[config.mk]
export PLATFORM = sky130hd
export DESIGN_NAME = etm_trace_core
export DESIGN_NICKNAME = d
export VERILOG_FILES = /design/src/common/etm_pkg.sv /design/src/hdl/etm_trace_core.sv
export VERILOG_INCLUDE_DIRS = /design/src /design/src/common
export SDC_FILE = /design/constraint.sdc
export NUM_CORES = 1
export LEC_CHECK = 0
export BUFFER_PORTS_ARGS = -buffer_cell sky130_fd_sc_hd__buf_2
export CORE_MARGIN = 2
export CORE_UTILIZATION = 50
export CTS_BUF_LIST = sky130_fd_sc_hd__clkbuf_8
export CTS_CLUSTER_SIZE = 28
export DETAILED_ROUTE_END_ITERATION = 10
export PLACE_DENSITY = 0.76
export RECOVER_POWER = 50
export SYNTH_ARGS = -nofsm -noshare
export SYNTH_HDL_FRONTEND = slang
export SYNTH_SLANG_ARGS = --single-unit
[constraint.sdc]
create_clock -name ref_clk_i -period 2.7 [get_ports ref_clk_i]
set_clock_uncertainty 0.1 [all_clocks]
set_input_delay 0.27 -clock ref_clk_i [delete_from_list [all_inputs] [get_ports ref_clk_i]]
set_output_delay 0.27 -clock ref_clk_i [all_outputs]
set_load 0.02 [all_outputs]
[src/common/etm_map.svh]
`ifndef ETM_MAP_SVH
`define ETM_MAP_SVH
`define ETM_CUR_COUNT_OFS  4'h0
`define ETM_PREV_COUNT_OFS 4'h4
`define ETM_COUNT_RESET    32'h0000_0000
`define ETM_TS_RESET       32'h0000_0000
`define ETM_SW_ADDR_RESET  4'h0
`define ETM_PORT_MAX       63
`define ETM_PORT_DEFAULT   4
`define ETM_PIDX_W         6
`define ETM_TS_W           32
`define ETM_REC_W          40
`define ETM_SW_PORT        6'h3F
`endif

[src/common/etm_pkg.sv]
package etm_pkg;
  typedef enum logic {
    ETM_EV_START,
    ETM_EV_STOP
  } etm_kind_type;
  typedef enum logic {
    ETM_MODE_BASIC,
    ETM_MODE_STATS
  } etm_mode_type;
endpackage

[src/hdl/etm_trace_core.sv]
`timescale 1ns/1ps
`default_nettype none
`include "etm_map.svh"
module etm_trace_core
  import etm_pkg::*;
#(
  parameter int           NUM_ACCEL   = 1,
  parameter int           NUM_STREAM  = 3,
  parameter etm_mode_type STREAM_MODE = ETM_MODE_BASIC
) (
  input  wire logic                          ref_clk_i,
  input  wire logic                          resetn_i,
  // accelerator strobes
  input  wire logic [NUM_ACCEL-1:0]          accel_go_strobe_i,
  input  wire logic [NUM_ACCEL-1:0]          accel_finished_strobe_i,
  // observed streams
  input  wire logic [NUM_STREAM-1:0]         mon_tvalid_i,
  input  wire logic [NUM_STREAM-1:0]         mon_tready_i,
  input  wire logic [NUM_STREAM-1:0]         mon_tlast_i,
  // software event write
  input  wire logic                          sw_wvalid_i,
  input  wire logic                          sw_wdata_i,
  output logic                               sw_wready_o,
  // statistics read port, stream 0
  input  wire logic                          s_axil_arvalid_i,
  input  wire logic [3:0]                    s_axil_araddr_i,
  output logic                               s_axil_arready_o,
  output logic                               s_axil_rvalid_o,
  output logic [31:0]                        s_axil_rdata_o,
  output logic [1:0]                         s_axil_rresp_o,
  input  wire logic                          s_axil_rready_i,
  // trace stream to read-out
  output logic                               trace_tvalid_o,
  output logic [`ETM_REC_W-1:0]              trace_tdata_o,
  input  wire logic                          trace_tready_i,
  output logic                               trace_overflow_o
);
  localparam int NP = NUM_ACCEL + NUM_STREAM;
  localparam int NQ = NP + 1;

  // ---------------------------------------------------------------
  // global timer
  // ---------------------------------------------------------------
  logic [`ETM_TS_W-1:0] ts_reg;
  always_ff @(posedge ref_clk_i or negedge resetn_i) begin
    if (!resetn_i) begin
      ts_reg <= `ETM_TS_RESET;
    end else begin
      ts_reg <= ts_reg + 32'h0000_0001;
    end
  end

  // ---------------------------------------------------------------
  // monitors
  // ---------------------------------------------------------------
  logic [NQ-1:0] ev_start;
  logic [NQ-1:0] ev_stop;
  logic [NUM_STREAM-1:0] in_xfer_reg;

  genvar g;
  generate
    for (g = 0; g < NUM_ACCEL; g++) begin : g_acc
      assign ev_start[g] = accel_go_strobe_i[g];
      assign ev_stop[g]  = accel_finished_strobe_i[g];
    end
    for (g = 0; g < NUM_STREAM; g++) begin : g_str
      logic hs;
      assign hs = mon_tvalid_i[g] & mon_tready_i[g];
      assign ev_start[NUM_ACCEL+g] = hs & ~in_xfer_reg[g];
      assign ev_stop[NUM_ACCEL+g]  = hs & mon_tlast_i[g];
      always_ff @(posedge ref_clk_i or negedge resetn_i) begin
        if (!resetn_i) begin
          in_xfer_reg[g] <= 1'b0;
        end else if (hs) begin
          in_xfer_reg[g] <= ~mon_tlast_i[g];
        end
      end
    end
  endgenerate

  // ---------------------------------------------------------------
  // software events
  // ---------------------------------------------------------------
  // one write per event
  assign sw_wready_o = 1'b1;
  assign ev_start[NP] = sw_wvalid_i & ~sw_wdata_i;
  assign ev_stop[NP]  = sw_wvalid_i & sw_wdata_i;

  // ---------------------------------------------------------------
  // statistics on stream 0
  // ---------------------------------------------------------------
  logic [31:0] cur_cnt_reg;
  logic [31:0] prev_cnt_reg;
  logic        s0_hs;
  assign s0_hs = mon_tvalid_i[0] & mon_tready_i[0];

  always_ff @(posedge ref_clk_i or negedge resetn_i) begin
    if (!resetn_i) begin
      cur_cnt_reg <= `ETM_COUNT_RESET;
    end else if (s0_hs) begin
      if (mon_tlast_i[0]) begin
        cur_cnt_reg <= `ETM_COUNT_RESET;
      end else begin
        cur_cnt_reg <= cur_cnt_reg + 32'h0000_0001;
      end
    end
  end

  always_ff @(posedge ref_clk_i or negedge resetn_i) begin
    if (!resetn_i) begin
      prev_cnt_reg <= `ETM_COUNT_RESET;
    end else if (s0_hs && mon_tlast_i[0]) begin
      prev_cnt_reg <= cur_cnt_reg + 32'h0000_0001;
    end
  end

  // ---------------------------------------------------------------
  // statistics read channel
  // ---------------------------------------------------------------
  logic rvalid_reg;
  logic [31:0] rdata_reg;
  logic [1:0]  rresp_reg;
  logic        stats_en;
  logic        rd_take;
  assign stats_en = (STREAM_MODE == ETM_MODE_STATS);
  assign rd_take  = s_axil_arvalid_i & s_axil_arready_o;
  assign s_axil_arready_o = stats_en & ~rvalid_reg;
  assign s_axil_rvalid_o  = rvalid_reg;
  assign s_axil_rdata_o   = rdata_reg;
  assign s_axil_rresp_o   = rresp_reg;

  always_ff @(posedge ref_clk_i or negedge resetn_i) begin
    if (!resetn_i) begin
      rvalid_reg <= 1'b0;
    end else if (rd_take) begin
      rvalid_reg <= 1'b1;
    end else if (s_axil_rready_i) begin
      rvalid_reg <= 1'b0;
    end
  end

  always_ff @(posedge ref_clk_i or negedge resetn_i) begin
    if (!resetn_i) begin
      rdata_reg <= `ETM_COUNT_RESET;
      rresp_reg <= 2'h0;
    end else if (rd_take) begin
      unique case (s_axil_araddr_i)
        `ETM_CUR_COUNT_OFS: begin
          rdata_reg <= cur_cnt_reg;
          rresp_reg <= 2'h0;
        end
        `ETM_PREV_COUNT_OFS: begin
          rdata_reg <= prev_cnt_reg;
          rresp_reg <= 2'h0;
        end
        default: begin
          rdata_reg <= `ETM_COUNT_RESET;
          rresp_reg <= 2'h2;
        end
      endcase
    end
  end

  // ---------------------------------------------------------------
  // merge: pending events latched with timestamp
  // ---------------------------------------------------------------
  logic [NQ-1:0]        pend_reg;
  logic [NQ-1:0]        pkind_reg;
  logic [`ETM_TS_W-1:0] pts_reg [NQ];
  logic [NQ-1:0]        grant;
  logic                 mrg_valid;
  logic                 mrg_ready;
  logic [`ETM_REC_W-1:0] mrg_rec;
  logic                 lost_reg;

  function automatic logic [`ETM_PIDX_W-1:0] port_id(input int p);
    port_id = (p == NP) ? `ETM_SW_PORT : p[`ETM_PIDX_W-1:0];
  endfunction

  always_comb begin
    grant   = '0;
    mrg_rec = '0;
    for (int p = 0; p < NQ; p++) begin
      if (pend_reg[p] && grant == '0) begin
        grant[p] = 1'b1;
        mrg_rec  = {1'b0, port_id(p), pkind_reg[p], pts_reg[p]};
      end
    end
  end
  assign mrg_valid = |pend_reg;

  generate
    for (g = 0; g < NQ; g++) begin : g_q
      logic take;
      logic hit;
      assign take = grant[g] & mrg_ready;
      assign hit  = (ev_start[g] | ev_stop[g]) & (~pend_reg[g] | take);
      always_ff @(posedge ref_clk_i or negedge resetn_i) begin
        if (!resetn_i) begin
          pend_reg[g] <= 1'b0;
        end else if (hit) begin
          pend_reg[g] <= 1'b1;
        end else if (take) begin
          pend_reg[g] <= 1'b0;
        end
      end
      always_ff @(posedge ref_clk_i or negedge resetn_i) begin
        if (!resetn_i) begin
          pkind_reg[g] <= 1'b0;
          pts_reg[g]   <= `ETM_TS_RESET;
        end else if (hit) begin
          pkind_reg[g] <= ev_stop[g];
          pts_reg[g]   <= ts_reg;
        end
      end
    end
  endgenerate

  // ---------------------------------------------------------------
  // sticky overflow flag
  // ---------------------------------------------------------------
  always_ff @(posedge ref_clk_i or negedge resetn_i) begin
    if (!resetn_i) begin
      lost_reg <= 1'b0;
    end else if (|((ev_start | ev_stop) & pend_reg & ~(grant & {NQ{mrg_ready}})))
    begin
      lost_reg <= 1'b1;
    end
  end
  assign trace_overflow_o = lost_reg;

  // ---------------------------------------------------------------
  // two-entry trace buffer
  // ---------------------------------------------------------------
  logic [`ETM_REC_W-1:0] buf_reg [2];
  logic                  wptr_reg;
  logic                  rptr_reg;
  logic [1:0]            cnt_reg;
  logic                  push;
  logic                  pop;

  assign mrg_ready      = (cnt_reg != 2'h2);
  assign push           = mrg_valid & mrg_ready;
  assign trace_tvalid_o = (cnt_reg != 2'h0);
  assign pop            = trace_tvalid_o & trace_tready_i;
  assign trace_tdata_o  = buf_reg[rptr_reg];

  always_ff @(posedge ref_clk_i or negedge resetn_i) begin
    if (!resetn_i) begin
      buf_reg[0] <= '0;
      buf_reg[1] <= '0;
    end else if (push) begin
      buf_reg[wptr_reg] <= mrg_rec;
    end
  end

  always_ff @(posedge ref_clk_i or negedge resetn_i) begin
    if (!resetn_i) begin
      wptr_reg <= 1'b0;
    end else if (push) begin
      wptr_reg <= ~wptr_reg;
    end
  end

  always_ff @(posedge ref_clk_i or negedge resetn_i) begin
    if (!resetn_i) begin
      rptr_reg <= 1'b0;
    end else if (pop) begin
      rptr_reg <= ~rptr_reg;
    end
  end

  always_ff @(posedge ref_clk_i or negedge resetn_i) begin
    if (!resetn_i) begin
      cnt_reg <= 2'h0;
    end else begin
      cnt_reg <= cnt_reg + {1'b0, push} - {1'b0, pop};
    end
  end

endmodule // etm_trace_core
`default_nettype wire

# Word-level counts from Yosys, hierarchy flattened
# Cells that the tools add are included.
# word_totals
regBits,290
in_bits,22
word_cells,129
# op_classes
addsub,3
n_lt_le_gt_ge,3
eq_ne,1
n_mux,26
bitwise,55
reduce_logical,16
# op_table
op,count
40-bit 2-to-1 mux,7
80-bit bitwise mux,1
40-bit demux with 1-bit select,1
34-bit 2-to-1 mux,1
33-bit 2-to-1 mux,1
32-bit by 1-bit adder with 32-bit output (second input constant),1
1-bit bitwise AND,23
5-bit bitwise AND,3
1-bit 2-to-1 mux,15
1-bit inverter,15
2-bit nonzero test,6
1-bit OR,10
5-bit OR reduction,2
1-bit logical AND,5
5-bit inverter,1
5-bit OR,1
2-bit greater-or-equal comparator (second input constant),2
4-bit zero test,1
1-bit inverter with 2-bit output,2
3-bit zero test,1
2-bit by 1-bit adder with 2-bit output,1
2-bit zero test,1
2-bit by 1-bit < comparator with 1-bit output (second input constant),1
2-bit inequality test (second input constant),1
2-bit by 1-bit subtractor with 2-bit output,1

# Logic depth before layout (Yosys ltp)
# logic_depth
word_depth,17
ltp_mapped,10
mapped_depth_nobuf,7

# Worst setup path after synthesis
# OpenSTA, ideal clock, no wires.
# synth_path
path_kind,register to register
start,reg pend_reg[0]
end,reg cnt_reg[1]
arrival_time_ns,2.098
path_slack_ns,0.422
stages_incl_launch_ff,11
path_buffers,3
synth_period_minus_slack_ns,2.278
path_cell_list,dfrtp_1 buf_2 or3_4 buf_6 clkbuf_1 o21ai_0 ha_1 inv_1 ha_1 xnor2_1 xnor2_1
# synth_between
elab_chain_cells,4
# synth_lines
item,line,source
start: declaration,etm_trace_core.sv:167,logic [NQ-1:0] pend_reg;
start signal: indexed assignment,etm_trace_core.sv:200,pend_reg[g] <= 1'b0;
start signal: indexed assignment,etm_trace_core.sv:202,pend_reg[g] <= 1'b1;
start signal: indexed assignment,etm_trace_core.sv:204,pend_reg[g] <= 1'b0;
5-bit OR reduction,etm_trace_core.sv:190,assign mrg_valid = |pend_reg;
1-bit bitwise AND,etm_trace_core.sv:243,assign push = mrg_valid & mrg_ready;
2-bit by 1-bit adder with 2-bit output,etm_trace_core.sv:277,"cnt_reg <= cnt_reg + {1'b0, push} - {1'b0, pop};"
2-bit by 1-bit subtractor with 2-bit output,etm_trace_core.sv:277,
end signal: assignment,etm_trace_core.sv:277,
end: declaration,etm_trace_core.sv:238,logic [1:0] cnt_reg;
# No other way between the ends.
# A chain may end at the register's enable or synchronous reset.

# Worst setup path after layout
# layout_path
start,reg pend_reg[0]
end,reg pts_reg[120] (netlist bit)
# layout_between
elab_chain_cells,7
# layout_lines
item,line,source
1-bit 2-to-1 mux,etm_trace_core.sv:184,if (pend_reg[p] && grant == '0) begin
1-bit inverter,etm_trace_core.sv:184,
1-bit logical AND,etm_trace_core.sv:184,
1-bit 2-to-1 mux,etm_trace_core.sv:184,
1-bit bitwise AND,etm_trace_core.sv:196,assign take = grant[g] & mrg_ready;
1-bit OR,etm_trace_core.sv:197,assign hit = (ev_start[g] | ev_stop[g]) & (~pend_reg[g] | take);
1-bit bitwise AND,etm_trace_core.sv:197,
end signal: indexed assignment,etm_trace_core.sv:210,pts_reg[g] <= `ETM_TS_RESET;
end signal: indexed assignment,etm_trace_core.sv:213,pts_reg[g] <= ts_reg;
end: declaration,etm_trace_core.sv:169,logic [`ETM_TS_W-1:0] pts_reg [NQ];
# No other way between the ends.

==> out/results.txt <==
The die is 168.0 um tall. The tools report the final design utilization as 56.21%. The total non-filler cell area in the finished layout was 14980 um2.

In this run, the number of DRC markers left after iteration 0 of detailed routing was 532. Max-slew violation count: 69. After legalization and detailed placement, the total HPWL measured 18190 um. The number of nets in the final layout is 1268. The worst reg2reg path endpoint is pts_reg[120]. The detailed-route vias per instance is 5.667. The largest single stage delay on the critical path is 600 ps.

Clock latency on the worst-skew pair, taken at its later pin, is 560 ps. The setup path with the least slack is of type flop to flop. Synthesized instance count: 1193. The tools report the core outline area as 26650 um2.

STA classifies the critical path startpoint as a flop. The logs give -22.47% for the headroom to the max-slew limit and 13980 um2 for the standard cell area after detailed placement. Including well taps, the total number of placed cells is 1523. The flow ran to the end, but the final reports show violations. The logs give 0.4124 GHz for the upper clock frequency limit and 9175 for the overall via count from detail_route. The logs give 3 for the maximum buffer depth of the clock tree and 60 for the row count.

The number of synthesis warnings was 0; the first-pass GRT wire length was 49760 um. The synthesized design contains 282 register bits. The tree is rooted in a clkbuf_8. Count of input and output buffers: 56. The layout has 2229 filler cells.

For the routed length on met3, the log shows 1548 um. The worst hold path begins at mon_tready_i[2]. Cells with a size suffix above 1 make up 28.56% of the layout.

The average instance in the mapped netlist occupies 11.27 um2. The dominant register cell in the synthesized netlist was dfrtp_1. The tools report the clock net sink count as 282. Setup repair after global routing left no endpoint under its margin. Clock edge transition at the registers on the reported setup and hold paths: 60 ps. The worst min-delay path class was input port to flop. For this run, design rule violations remaining after detail routing come to 0. In this run the worst setup path begins at pend_reg[0].

The final period demand of the worst path was 2425 ps. Data arrival time of the critical path: 2760 ps. STA puts the critical path data required time at 3030 ps. The number of antenna-violating nets in the routed design was 0; the deepest level of the CTS H-tree was 2. The worst hold path terminates at pkind_reg[3]. The repair_antennas step left the layout with diodes totalling 0.

Post-CTS repair changed the size of 0 cells. The number of global-route vias before repair was 9435; the maximum ir drop on the vdd rail was 0.5141 mV. The synthesized netlist occupies a cell area of 13440 um2.

After routing, the total negative slack on setup checks comes to 0 ps. Once the floorplan was initialized, standard cells occupied 50.43% of the core. The register with the most flip-flops in the layout has 160 of them. Detailed routing placed a total of 14900 um of wire on met2. The logs give 0 for the initial antenna violation count and 0.7776 for the final weighted congestion of routability-driven global placement. The slowest stage of the critical path belongs to the cell clkbuf_2. The hold-critical path depth is 4, and the post-detailed-routing wire length is 30290 um.

The leakage power total is 7.240 nW, and the sum of routed wire segments on met1 is 13160 um. The top layer reached by signal wires was met4. In this run the register-to-register setup slack is 270 ps. The signal on the critical path passes through clkbuf_2 > o21ai_0 > nand2b_1 > buf_12 > mux2_2. The final non-filler cell total is 1619. The worst setup path is captured at a flop. Pin placement for this block handled 101 I/O pins.

The full die area came out at 28210 um2. Global routing finished with a remaining overflow of 0. Source of the worst register-to-register timing path: pend_reg[0]. The synthesized design contains 0 enable-type register cells. The netlist uses 47 different library cells.

The sequential share of the synthesized area was 52.50%; the final count of hold timing violations was 0. After synthesis, the share of flip-flops with an asynchronous set or reset is 100.0%. Buffers inserted during clock tree synthesis total 46. Entering global routing, the biggest net connects 87 pins. The post-route clock period utilization was 89.82%. The largest driver fanout on the critical path works out to 37.

The checks that failed: max-capacitance violations, max-slew violations. For this run, the total global-route usage over all layers was measured as 22.00%. The power density of the placed cells is 901.6 nW/um2, and the number of cells traversed by the worst register-to-register path is 5.

Count of maximum capacitance violations: 1. The die is 168.0 um wide. The average wire length per cell after detail routing was 18.71 um; the setup violation total in the final timing report was 0. The area added between synthesis and finish is 11.46%, and the actual transition at the worst max-transition pin is 1837 ps. The first TritonRoute pass finished after 4 iterations.

TritonCTS built the clock tree.
## logic make-up after synthesis
logic type                 synth area share (%)
AOI/OAI and AO/OA                         13.64
DFF                                       52.50
adders and majority gates                0.2793
and+or+nand+nor                           8.090
xor gates and xnor gates                  2.150
muxes                                     17.34
buffers and inverters                     5.939
other                                   0.05588
## critical path: cells and delay by family, from the launching register on
kind                   cells  cell delay, ps
AND/OR/NAND/NOR            1             200
buffers and inverters      2             860
flip-flops                 1             420
AO/OA/AOI/OAI              1             330
multiplexers               1             370
## cell usage in the layout, fill, tap and decap left out, types with 2 or more instances in the layout
cell,instances
a211oi_4,2
clkbuf_8,57
o21ai_1,3
a31oi_1,32
buf_4,30
a211o_1,65
nand3_1,12
nor3_1,3
nor2b_1,2
a22o_1,3
mux2_4,30
buf_12,8
mux2_2,165
o221ai_1,2
nor2_1,12
o211ai_1,2
a21oi_1,33
conb_1,38
xor2_1,7
buf_2,54
o31ai_1,2
and3_1,2
ha_1,3
nor4_4,2
or2_2,4
nand2b_1,38
dlygate4sd3_1,13
a21o_1,3
clkbuf_2,2
inv_1,35
nand4_1,11
dfrtp_1,280
nand2_1,132
xnor2_1,26
mux2_1,2
clkbuf_1,2
clkinv_2,2
o21ai_0,141
## through the flow
step | hold WS [ps] | setup WS [ps] | power [mW]
floorplan | -125.6 | 422.1 | 8.380
global placement | 154.5 | 424.1 | 9.913
detailed placement | 157.0 | 374.3 | 10.06
CTS | 1.349 | 350.4 | 13.64
global route | 44.02 | 135.3 | 14.31
finish | 26.96 | 274.9 | 13.51
## what timing repair did
action                                  4_1_cts  5_1_grt
buffers inserted                              0        0
hold buffers                                 13        0
endpoints found under the setup margin        0        0
hold endpoints to repair                     77        0
## layer usage
metal | GRT usage (%) | up-vias
met5 | 0 | -
met4 | 7.372 | 0
met3 | 3.926 | 66
met2 | 37.73 | 240
met1 | 28.35 | 4635
li1 | - | 4234
## worst max-delay path by stage
stage	slack, ps	to	cells after the start
detailed placement	370	buf_reg[21]	5
global route	140	pts_reg[123]	5
finish	270	pts_reg[120]	5
floorplan	420	cnt_reg[1]	10
CTS	350	buf_reg[13]	5
global placement	420	buf_reg[53]	5
## layout make-up
cell class | count | area (um2) | area share [%]
clock buffer | 57 | 784.5 | 5.237
tap | 341 | 426.7 | 2.848
clock inverter | 26 | 100.1 | 0.6682
sequential | 282 | 7062 | 47.14
multi-input combinational | 793 | 5763 | 38.47
timing repair buffer | 109 | 803.3 | 5.362
inverter | 11 | 41.29 | 0.2756
## cells in the mapped netlist, types with 5 or more instances
cell type  instances  area share (%)
o21ai_1            5            0.19
xor2_1             7            0.46
a211o_1           65             4.2
clkbuf_1          62             1.7
mux2_2           165              14
nand2b_1          38             1.8
nand2_1          132             3.7
a21oi_1           34             1.3
buf_1              7            0.20
buf_2             29             1.1
xnor2_1           26             1.7
nor2_1            12            0.34
nand4_1           11            0.51
inv_1             11            0.31
buf_4             41             2.3
dfrtp_1          282              53
mux2_4            30             3.4
o21ai_0          139             5.2
nand3_1           12            0.45
a31oi_1           32             1.5
## power breakdown
group          switching [mW]  internal (mW)
Sequential              0.419           4.97
Combinational            2.87           1.72
Clock                    1.64           1.89
Total                    4.93           8.58
(Power assumes the default switching activity.)
